===== src/common/ianc_pkg.sv =====
// Purpose : shared constants and types of the acknowledge / nack / stop interrupt control
// Assumes : classic wishbone slave, 32-bit data, byte addresses
// Notes   : control byte keeps the low five bits; upper bits read as zero
`default_nettype none

package ianc_pkg;

  // ************************************************************
  // register map
  // ************************************************************
  localparam logic [3:0] IANC_OFS_CTRL   = 4'h0;  // serial_bus_irq_ack_control
  localparam logic [3:0] IANC_OFS_STATUS = 4'h4;  // serial_bus_status_reg, write one to clear
  localparam logic [3:0] IANC_OFS_MASK   = 4'h8;  // interrupt mask, same layout as status

  // ************************************************************
  // control field positions and reset values
  // ************************************************************
  localparam int unsigned IANC_BIT_NACK_IE  = 4;  // nack_irq_enable
  localparam int unsigned IANC_BIT_STOP_IE  = 3;  // stop_detect_irq_enable
  localparam int unsigned IANC_BIT_JUDGE    = 2;  // ack_judgment_select
  localparam int unsigned IANC_BIT_RX_ACK   = 1;  // received_ack_bit, read only
  localparam int unsigned IANC_BIT_TX_ACK   = 0;  // transmitted_ack_bit
  localparam logic        IANC_RST_NACK_IE  = 1'b0;
  localparam logic        IANC_RST_STOP_IE  = 1'b0;
  localparam logic        IANC_RST_JUDGE    = 1'b0;
  localparam logic        IANC_RST_RX_ACK   = 1'b0;
  localparam logic        IANC_RST_TX_ACK   = 1'b0;

  // ************************************************************
  // status field positions and reset values
  // ************************************************************
  localparam int unsigned IANC_NFLAGS       = 4;
  localparam int unsigned IANC_FLG_NACK     = 0;  // nack_detected_flag
  localparam int unsigned IANC_FLG_STOP     = 1;  // stop detected flag
  localparam int unsigned IANC_FLG_ARB      = 2;  // arbitration_lost_flag
  localparam int unsigned IANC_FLG_OVR      = 3;  // overrun_flag
  localparam logic [3:0]  IANC_RST_FLAGS    = 4'h0;
  localparam logic [3:0]  IANC_RST_MASK     = 4'h0;
  localparam logic [31:0] IANC_RST_RDATA    = 32'h0000_0000;

  // ************************************************************
  // bus slave states
  // ************************************************************
  typedef enum logic [1:0] {
    IANC_WB_IDLE = 2'b01,
    IANC_WB_ACK  = 2'b10
  } ianc_wb_state_t;

endpackage : ianc_pkg

`default_nettype wire


===== src/design/ianc_top.sv =====
// Purpose : interrupt enables, ack control and status for a serial bus interface
// Assumes : classic wishbone slave; link events arrive as single-cycle strobes
// Notes   : one level interrupt gathers the masked sticky flags
`default_nettype none

// Behaviour
// - nack enable at bit 4, reset 0, gates nack, arbitration and overrun requests.
// - nack request drops when its flags or the nack enable are cleared.
// - stop enable at bit 3, reset 0, gates the stop-detected request.
// - judgment bit 2 at 0 ignores received ack and keeps transferring.
// - judgment bit 2 at 1 with received ack 1 halts continuous transfer.
// - bit 1 captures received ack in transmit mode; writes never change it.
// - in receive mode bit 0 is driven on the data line during ack.
// - nack flag sets on missing ack in transmit, only with judgment on.
// - in master mode a stop after a finished frame sets the stop flag.
module ianc_top
  import ianc_pkg::*;
(
  // clock and reset
  input  wire logic        clk_i,
  input  wire logic        rst_i,
  // wishbone slave
  input  wire logic        wb_cyc_i,
  input  wire logic        wb_stb_i,
  input  wire logic        wb_we_i,
  input  wire logic [3:0]  wb_adr_i,
  input  wire logic [3:0]  wb_sel_i,
  input  wire logic [31:0] wb_dat_i,
  output logic             wb_ack_o,
  output logic      [31:0] wb_dat_o,
  // link events and modes
  input  wire logic        ack_slot_i,
  input  wire logic        ack_sample_i,
  input  wire logic        tx_mode_i,
  input  wire logic        master_mode_i,
  input  wire logic        clk_sync_fmt_i,
  input  wire logic        frame_done_i,
  input  wire logic        stop_seen_i,
  input  wire logic        arb_lost_set_i,
  input  wire logic        overrun_set_i,
  input  wire logic        resume_i,
  input  wire logic        sda_i,
  // data line, open drain
  output logic             sda_o,
  output logic             sda_oe_n_o,
  // transfer control and requests
  output logic             halt_transfer_o,
  output logic             nack_irq_o,
  output logic             stop_irq_o,
  output logic             irq_o
);

  // ************************************************************
  // state
  // ************************************************************
  typedef struct packed {
    ianc_wb_state_t st;
    logic [31:0]    rdata;
    logic           nack_ie;
    logic           stop_ie;
    logic           judge;
    logic           tx_ack;
    logic [3:0]     mask;
  } ianc_top_state_t;

  ianc_top_state_t               cur_r;
  ianc_top_state_t               cur_nxt;
  logic                          rx_ack;
  logic                          nack_event;
  logic [IANC_NFLAGS-1:0]        flag_set;
  logic [IANC_NFLAGS-1:0]        flag_clr;
  logic [IANC_NFLAGS-1:0]        flags;
  logic                          wr_fire;
  logic                          wr_ctrl;
  logic                          wr_status;
  logic                          wr_mask;
  logic [31:0]                   read_mux;
  logic [7:0]                    ctrl_view;

  // ************************************************************
  // ack unit
  // ************************************************************
  ianc_ack_unit i_ianc_ack_unit (
    .clk_i        (clk_i),
    .rst_i        (rst_i),
    .ack_slot_i   (ack_slot_i),
    .ack_sample_i (ack_sample_i),
    .tx_mode_i    (tx_mode_i),
    .sda_i        (sda_i),
    .resume_i     (resume_i),
    .judge_i      (cur_r.judge),
    .tx_ack_i     (cur_r.tx_ack),
    .rx_ack_o     (rx_ack),
    .nack_event_o (nack_event),
    .halt_o       (halt_transfer_o),
    .sda_o        (sda_o),
    .sda_oe_n_o   (sda_oe_n_o)
  );

  // ************************************************************
  // sticky flags
  // ************************************************************

  // flag set events
  always_comb begin
    flag_set                = '0;
    flag_set[IANC_FLG_NACK] = nack_event;
    flag_set[IANC_FLG_STOP] = stop_seen_i & master_mode_i & frame_done_i;
    flag_set[IANC_FLG_ARB]  = arb_lost_set_i;
    flag_set[IANC_FLG_OVR]  = overrun_set_i & clk_sync_fmt_i;
  end

  // write one to clear, at the acknowledged edge
  assign flag_clr = wr_status ? wb_dat_i[IANC_NFLAGS-1:0] : '0;

  ianc_flag_bank i_ianc_flag_bank (
    .clk_i  (clk_i),
    .rst_i  (rst_i),
    .set_i  (flag_set),
    .clr_i  (flag_clr),
    .flag_o (flags)
  );

  // ************************************************************
  // bus decode
  // ************************************************************

  // a write takes effect on the edge that sees ack
  assign wr_fire   = (cur_r.st == IANC_WB_ACK) & wb_cyc_i & wb_stb_i & wb_we_i & wb_sel_i[0];
  assign wr_ctrl   = wr_fire & (wb_adr_i == IANC_OFS_CTRL);
  assign wr_status = wr_fire & (wb_adr_i == IANC_OFS_STATUS);
  assign wr_mask   = wr_fire & (wb_adr_i == IANC_OFS_MASK);

  // control byte as software sees it
  always_comb begin
    ctrl_view                   = '0;
    ctrl_view[IANC_BIT_NACK_IE] = cur_r.nack_ie;
    ctrl_view[IANC_BIT_STOP_IE] = cur_r.stop_ie;
    ctrl_view[IANC_BIT_JUDGE]   = cur_r.judge;
    ctrl_view[IANC_BIT_RX_ACK]  = rx_ack;
    ctrl_view[IANC_BIT_TX_ACK]  = cur_r.tx_ack;
  end

  // read data; unmapped offsets read zero
  always_comb begin
    read_mux = '0;
    unique case (wb_adr_i)
      IANC_OFS_CTRL: begin
        read_mux[7:0] = ctrl_view;
      end
      IANC_OFS_STATUS: begin
        read_mux[IANC_NFLAGS-1:0] = flags;
      end
      IANC_OFS_MASK: begin
        read_mux[IANC_NFLAGS-1:0] = cur_r.mask;
      end
      default: begin
        read_mux = '0;
      end
    endcase
  end

  // ************************************************************
  // next state
  // ************************************************************
  always_comb begin
    cur_nxt = cur_r;
    unique case (cur_r.st)
      IANC_WB_IDLE: begin
        if (wb_cyc_i && wb_stb_i) begin
          cur_nxt.st    = IANC_WB_ACK;
          cur_nxt.rdata = read_mux;
        end
      end
      IANC_WB_ACK: begin
        cur_nxt.st = IANC_WB_IDLE;
      end
      default: begin
        cur_nxt.st = IANC_WB_IDLE;
      end
    endcase
    // control write; received ack bit is not writable
    if (wr_ctrl) begin
      cur_nxt.nack_ie = wb_dat_i[IANC_BIT_NACK_IE];
      cur_nxt.stop_ie = wb_dat_i[IANC_BIT_STOP_IE];
      cur_nxt.judge   = wb_dat_i[IANC_BIT_JUDGE];
      cur_nxt.tx_ack  = wb_dat_i[IANC_BIT_TX_ACK];
    end
    if (wr_mask) begin
      cur_nxt.mask = wb_dat_i[IANC_NFLAGS-1:0];
    end
  end

  // state register
  always_ff @(posedge clk_i) begin
    if (rst_i) begin
      cur_r.st      <= IANC_WB_IDLE;
      cur_r.rdata   <= IANC_RST_RDATA;
      cur_r.nack_ie <= IANC_RST_NACK_IE;
      cur_r.stop_ie <= IANC_RST_STOP_IE;
      cur_r.judge   <= IANC_RST_JUDGE;
      cur_r.tx_ack  <= IANC_RST_TX_ACK;
      cur_r.mask    <= IANC_RST_MASK;
    end else begin
      cur_r <= cur_nxt;
    end
  end

  // ************************************************************
  // outputs
  // ************************************************************
  assign wb_ack_o = (cur_r.st == IANC_WB_ACK);
  assign wb_dat_o = cur_r.rdata;

  // interrupt requests: level, flag and enable
  assign nack_irq_o = cur_r.nack_ie & (flags[IANC_FLG_NACK] | flags[IANC_FLG_ARB]
                      | (clk_sync_fmt_i & flags[IANC_FLG_OVR]));
  assign stop_irq_o = cur_r.stop_ie & flags[IANC_FLG_STOP];
  assign irq_o      = |(flags & cur_r.mask);  // masked sticky status
endmodule : ianc_top

`default_nettype wire


===== src/design/ianc_flag_bank.sv =====
// Purpose : bank of sticky status flags, set by events, cleared by writing one
// Assumes : set and clear are single-cycle strobes in the clk_i domain
// Notes   : a set arriving with its clear keeps the flag set
`default_nettype none

module ianc_flag_bank
  import ianc_pkg::*;
(
  // clock and reset
  input  wire logic                   clk_i,
  input  wire logic                   rst_i,
  // events and clears
  input  wire logic [IANC_NFLAGS-1:0] set_i,
  input  wire logic [IANC_NFLAGS-1:0] clr_i,
  // flags
  output logic      [IANC_NFLAGS-1:0] flag_o
);

  typedef struct packed {
    logic [IANC_NFLAGS-1:0] flag;
  } ianc_flag_state_t;

  ianc_flag_state_t                   cur_r;
  ianc_flag_state_t                   cur_nxt;
  logic             [IANC_NFLAGS-1:0] flag_nxt;

  // per flag: set wins over clear
  for (genvar g = 0; g < IANC_NFLAGS; g++) begin : g_flag
    assign flag_nxt[g] = set_i[g] | (cur_r.flag[g] & ~clr_i[g]);
  end

  // next state
  always_comb begin
    cur_nxt      = cur_r;
    cur_nxt.flag = flag_nxt;
  end

  // state register
  always_ff @(posedge clk_i) begin
    if (rst_i) begin
      cur_r.flag <= IANC_RST_FLAGS;
    end else begin
      cur_r <= cur_nxt;
    end
  end

  assign flag_o = cur_r.flag;

endmodule : ianc_flag_bank

`default_nettype wire


===== src/design/ianc_ack_unit.sv =====
// Purpose : acknowledge capture, nack judgment and acknowledge drive
// Assumes : ack_sample_i pulses once at the ninth clock edge; ack_slot_i spans the ack clock
// Notes   : data line is open drain; the enable is active low
`default_nettype none

module ianc_ack_unit
  import ianc_pkg::*;
(
  // clock and reset
  input  wire logic clk_i,
  input  wire logic rst_i,
  // link side
  input  wire logic ack_slot_i,
  input  wire logic ack_sample_i,
  input  wire logic tx_mode_i,
  input  wire logic sda_i,
  input  wire logic resume_i,
  // control
  input  wire logic judge_i,
  input  wire logic tx_ack_i,
  // results
  output logic      rx_ack_o,
  output logic      nack_event_o,
  output logic      halt_o,
  output logic      sda_o,
  output logic      sda_oe_n_o
);

  typedef struct packed {
    logic rx_ack;
    logic halt;
    logic oe_n;
  } ianc_ack_state_t;

  ianc_ack_state_t cur_r;
  ianc_ack_state_t cur_nxt;
  logic            tx_sample;

  // received ack only judged in transmit mode
  assign tx_sample    = ack_sample_i & tx_mode_i;
  assign nack_event_o = tx_sample & sda_i & judge_i;

  // next state
  always_comb begin
    cur_nxt = cur_r;
    if (tx_sample) begin
      cur_nxt.rx_ack = sda_i;
    end
    if (nack_event_o) begin
      cur_nxt.halt = 1'b1;
    end else if (resume_i) begin
      cur_nxt.halt = 1'b0;
    end
    cur_nxt.oe_n = ~(ack_slot_i & ~tx_mode_i & ~tx_ack_i);
  end

  // state register
  always_ff @(posedge clk_i) begin
    if (rst_i) begin
      cur_r.rx_ack <= IANC_RST_RX_ACK;
      cur_r.halt   <= 1'b0;
      cur_r.oe_n   <= 1'b1;
    end else begin
      cur_r <= cur_nxt;
    end
  end

  assign rx_ack_o   = cur_r.rx_ack;
  assign halt_o     = cur_r.halt;
  assign sda_o      = 1'b0;  // open drain: only ever pulls low
  assign sda_oe_n_o = cur_r.oe_n;
endmodule : ianc_ack_unit

`default_nettype wire


===== config.mk =====
export PLATFORM = sky130hd
export DESIGN_NAME = ianc_top
export DESIGN_NICKNAME = d
export VERILOG_FILES = /design/src/common/ianc_pkg.sv /design/src/design/ianc_top.sv /design/src/design/ianc_flag_bank.sv /design/src/design/ianc_ack_unit.sv
export SDC_FILE = /design/constraint.sdc
export NUM_CORES = 1
export LEC_CHECK = 0
export BUFFER_PORTS_ARGS = -buffer_cell sky130_fd_sc_hd__buf_2
export CAP_MARGIN = 30
export CORE_MARGIN = 10
export CORE_UTILIZATION = 43
export DETAILED_ROUTE_END_ITERATION = 12
export PLACE_DENSITY = 0.84
export SYNTH_ARGS = -nofsm -noshare
export SYNTH_HDL_FRONTEND = slang
export SYNTH_HIERARCHICAL = 1
export SYNTH_SLANG_ARGS = --single-unit

===== constraint.sdc =====
create_clock -name clk_i -period 2.4 [get_ports clk_i]
set_input_delay 0.12 -clock clk_i [delete_from_list [all_inputs] [get_ports clk_i]]
set_output_delay 0.12 -clock clk_i [all_outputs]
set_load 0.01 [all_outputs]

Word level (Yosys, flattened, before mapping):

Index checks and enable logic that the tools add are counted.

* equality and inequality tests: 4
* mux-type cells: 5
* bitwise gates (word level): 37
* reduce and logical (&&, ||, !) cells: 6

Operators with widths (number)
* AND 1 bit: 22
* one-hot mux 4 bit (3 select lines): 1
* inverter 1 bit: 8
* bitwise OR 1 bit: 6
* AND 4 bit: 1
* == test 4 x 3 -> 1 bit, second input constant: 1
* == test 4 bit, second input constant: 1
* zero test 4 bit: 1
* two-way mux 4 bit: 1
* OR reduction 4 bit: 1
* two-way mux 1 bit: 3
* == test 2 x 1 -> 1 bit, second input constant: 1
* == test 2 bit, second input constant: 1
* AND reduction 2 bit: 1
* nonzero test 2 bit: 1
* OR reduction 2 bit: 1
* logical AND 1 bit: 1

* register bits after elaboration: 25
* input bits: 56
* output and inout port bits: 39
* logic and storage cells: 63

Logic depth before layout (Yosys ltp):

* depth in word-level cells: 10
* mapped depth: 6
* mapped depth without buffers: 5

Modules after synthesis:

The synthesis kept the hierarchy.

By module, submodules not included
* ianc_top: times used 1, cells each 117, area an instance 1031.0 µm², sequential area each 300.3 µm²
* ianc_flag_bank: times used 1, cells each 16, area an instance 140.1 µm², sequential area each 80.1 µm²
* ianc_ack_unit: times used 1, cells each 12, area an instance 127.6 µm², sequential area each 60.1 µm²

Least setup slack after synthesis:

OpenSTA, ideal clock, no wires.

* kind: register to register
* from: register cur_r[40] (netlist bit)
* to: register i_ianc_flag_bank.cur_r, in the netlist i_ianc_flag_bank/flag_o[3]
* library setup time: 0.116 ns
* arrival time: 1.225 ns
* required time: 2.284 ns
* path slack: 1.059 ns
* stages on the path, launching flop included: 6
* buffers on the path: 0
* clock period less this slack: 1.341 ns
* path through: dfxtp_1 -> nand4b_1 -> nor4b_1 -> and2_1 -> nand2b_1 -> a21oi_1

* word-level cells in the longest chain between the ends: 10

RTL lines
* start: declaration: RTL line ianc_top.sv:66 `ianc_top_state_t cur_r;`
* start signal: assignment: RTL line ianc_top.sv:205 `cur_r <= cur_nxt;`
* == test 2 bit: RTL line ianc_top.sv:129 `assign wr_fire = (cur_r.st == IANC_WB_ACK) & wb_cyc_i & wb_stb_i & wb_we_i & wb_sel_i[0];`
* AND 1 bit (4 in a row): RTL line ianc_top.sv:129
* AND 1 bit: RTL line ianc_top.sv:131 `assign wr_status = wr_fire & (wb_adr_i == IANC_OFS_STATUS);`
* two-way mux 4 bit: RTL line ianc_top.sv:114 `assign flag_clr = wr_status ? wb_dat_i[IANC_NFLAGS-1:0] : '0;`
* via flag_clr[3]: RTL line ianc_top.sv:71 `logic [IANC_NFLAGS-1:0] flag_clr;`
* inverter 1 bit: RTL line ianc_flag_bank.sv:29 `assign flag_nxt[g] = set_i[g] | (cur_r.flag[g] & ~clr_i[g]);`
* AND 1 bit: RTL line ianc_flag_bank.sv:29
* bitwise OR 1 bit: RTL line ianc_flag_bank.sv:29
* end signal: assignment: RTL line ianc_flag_bank.sv:43 `cur_r <= cur_nxt;`
* end: declaration: RTL line ianc_flag_bank.sv:23 `ianc_flag_state_t cur_r;`

The timed path passes the listed nets, and every way through them passes these cells.
A chain may end at the register's enable or synchronous reset.

Final worst setup path:

* from: register cur_r[40] (netlist bit)
* to: register i_ianc_flag_bank.cur_r, in the netlist i_ianc_flag_bank/flag_o[0]

The elaborated chain is that of the path after synthesis.

==> reports/qor.yml <==
vias_per_cell: 4.64
path_max_fanout: 4
grt_max_degree: 15
postSynthCellCount: 145
dr.pass1.iters: 4
max_cap_violations: 0
switching_share_pct: 25.6
comb_power_share_pct: 12.7
num_io_pins: 95
clkPwrFrac_pct: 30.5
htreeDepth: 1
avgRoutedWirePerCell_um: 14.3
antenna_found_initial: 0
worstMarginPinSlew_ns: 0.712
async_flop_share_pct: 0
routed_wl_um: 2950
final_cell_count_no_fill: 206
dp_cells: 202
yosys.cell_count.top_type: "buf_4"
die_w_um: 75.0
yosys_warnings: 6
rsz0062_at_grt: "no"
netSwitchingPower_w: 0.000170
finalWorstPathRequiredPeriod_ns: 1.77
cts.repair.resized: 0
antennaDiodeCount: 0
synth_edf_count: 0
setup.worst_path.start: "cur_r[40]$_SDFFE_PP1P_"
yosysSeqAreaShare_pct: 33.9
die-area_sq_um: 5620
slowest_delay_ns: 0.66
synth_cell_types: 32
grt_use_total_pct: 10.4
synth_area_leader_cell: "dfxtp_1"
drt_iter0_drc: 98
clkTransAtPathRegs_ns: 0.12
post-route-period-util_pct: 73.6
ys_ff_latch: 22
synth_area_sq_um: 1300
cts_made_buffers: 3
ir_worst_vdd_uv: 168
antenna_left: 0
setup_viol: 0
drive_gt1_share_pct: 27.4
hold_path_startpoint: "tx_mode_i"
port_buffers: 36
hpwl_um: 2470
drv_slew: 0
place_area_sq_um: 1350
min_path_type: "input pin to flip-flop"
area_growth_pct: 6.84
crit_arrival_ns: 1.97
grt_pass1_wl_um: 4600
start_util_pct: 45.9
drc: 0
yosysTopAreaCellShare_pct: 33.9
final_area_sq_um: 1390
rows: 19
via_count: 955
cts_tree: "built"
first_global_vias: 990
hold_viol: 0
root_buffer: "clkbuf_4"
critPathTopFamily: "simple AND/OR/NAND/NOR gates"
synth_area_leaders: "dfxtp_1, buf_4, mux2i_1"
crit_chain: "nand4b_1 -> nor4b_1 -> and2_1 -> nand2b_1 -> a21oi_1"
fin_setup_tns_ns: 0
cp_slowest_cell: "nor4b_1"
synth_ff_type: "dfxtp_1"
post_cts_buffers: 0
die_h_um: 75.0
p_leak_nw: 0.662
p_int_w: 0.000493
r2r-start: "cur_r[40]$_SDFFE_PP1P_"
place.gp.congestion: 0.818
clockBufferDepth: 2
core-area_sq_um: 2830
cts_sinks: 22
ctsHoldBuffers: 0
yosys-top-cells-count: "buf_4, dfxtp_1, nand2_1"
slew_headroom_pct: 51.9
status: "finished, final reports clean"
critPathBufInv: 0
seq_power_share_pct: 56.8
final_util_pct: 49.0
clk_latency_ns: 0.30
end_kind: "flip-flop"
critPathLaunchType: "flip-flop"
avgSynthCellArea_sq_um: 8.96
crit_type: "flip-flop to flip-flop"
clock-skew-final_ns: 0.00103
power_density_nw_per_um2: 478
clock.fmax_ghz: 0.566
required_ns: 2.60
num-nets-final: 232
grt_overflow: 0
[sequential cells by signal (all words and copies together), names as in the netlist]
register	flops
i_ianc_ack_unit/sda_oe_n_o	1
ctrl_view	4
wb_dat_o	5
cur_r	6
i_ianc_ack_unit/halt_o	1
i_ianc_ack_unit/rx_ack_o	1
i_ianc_flag_bank/flag_o	4
[layout make-up]
type / instances / area (sq um)
sequential: 22 / 440
fill: 288 / 1440
tap: 31 / 38.8
multi-input combinational: 106 / 666
inverter: 7 / 26.3
timing repair buffer: 36 / 180
clock buffer: 4 / 36.3
[worst paths after layout]
kind	endpoint	slack (ns)	cells after the start
max	i_ianc_flag_bank/flag_o[0]$_SDFF_PP0_	0.63	5
min	i_ianc_ack_unit/sda_oe_n_o$_SDFF_PP1_	0.04	2
max reg2reg	i_ianc_flag_bank/flag_o[0]$_SDFF_PP0_	0.63	5
min reg2reg	wb_dat_o[4]$_SDFFE_PP0P_	0.46	2
[power by group through the flow]
stage	clock network (W)	logic, W	registers, W
after floorplan	0	0.0000835	0.000383
after CTS	0.000204	0.0000825	0.000377
after global routing	0.000222	0.0000963	0.000378
final	0.000202	0.0000846	0.000377
after detailed placement	0	0.0000822	0.000385
after global placement	0	0.0000807	0.000384
[placed cells by master (no fill, tap or decap), drive strengths merged, types with 2 or more instances in the layout]
master and n:
a211oi 2, a21oi 6, a222oi 2, a22oi 4, and2 6, buf 36, clkbuf 4, conb 28
dfxtp 22, inv 7, mux2 2, mux2i 8, nand2 16, nand2b 4, nand3 3, nand4b 2
nor2 2, nor2b 5, nor4b 2, o2bb2ai 4
[stage by stage]
| stage | setup slack [ns] | hold slack [ns] | total power [W] |
|---|---|---|---|
| 2_1_floorplan | 1.06 | 0.189 | 0.000467 |
| 3_3_place_gp | 0.674 | 0.350 | 0.000465 |
| 3_5_place_dp | 0.624 | 0.354 | 0.000467 |
| 4_1_cts | 0.603 | 0.0357 | 0.000664 |
| 5_1_grt | 0.423 | 0.0432 | 0.000696 |
| 6_report | 0.633 | 0.0386 | 0.000664 |
[logic make-up (layout without fill, tap and decap cells)]
| logic type | count (synthesis) | count (layout) | synth area share (%) |
|---|---|---|---|
| AO/OA/AOI/OAI | 20 | 20 | 11.6 |
| buffers and inverters | 43 | 47 | 22.4 |
| flip-flops | 22 | 22 | 33.9 |
| multiplexers | 10 | 10 | 7.90 |
| other | 2 | 28 | 0.578 |
| AND/OR/NAND/NOR | 48 | 48 | 23.7 |
[worst register-to-register path, delay by kind of cell (launching register included)]
| kind | cells | cell delay (ns) |
|---|---|---|
| DFF | 1 | 0.35 |
| and+or+nand+nor | 4 | 1.25 |
| AOI/OAI and AO/OA | 1 | 0.06 |
[routing by layer]
metal | wire, um | global-route usage, %
met2 | 1410 | 18.2
met5 | 0 | 0
met3 | 328 | 4.07
met1 | 1190 | 11.4
met4 | 15 | 3.15
Note: power is estimated with default switching activity, not from simulation.
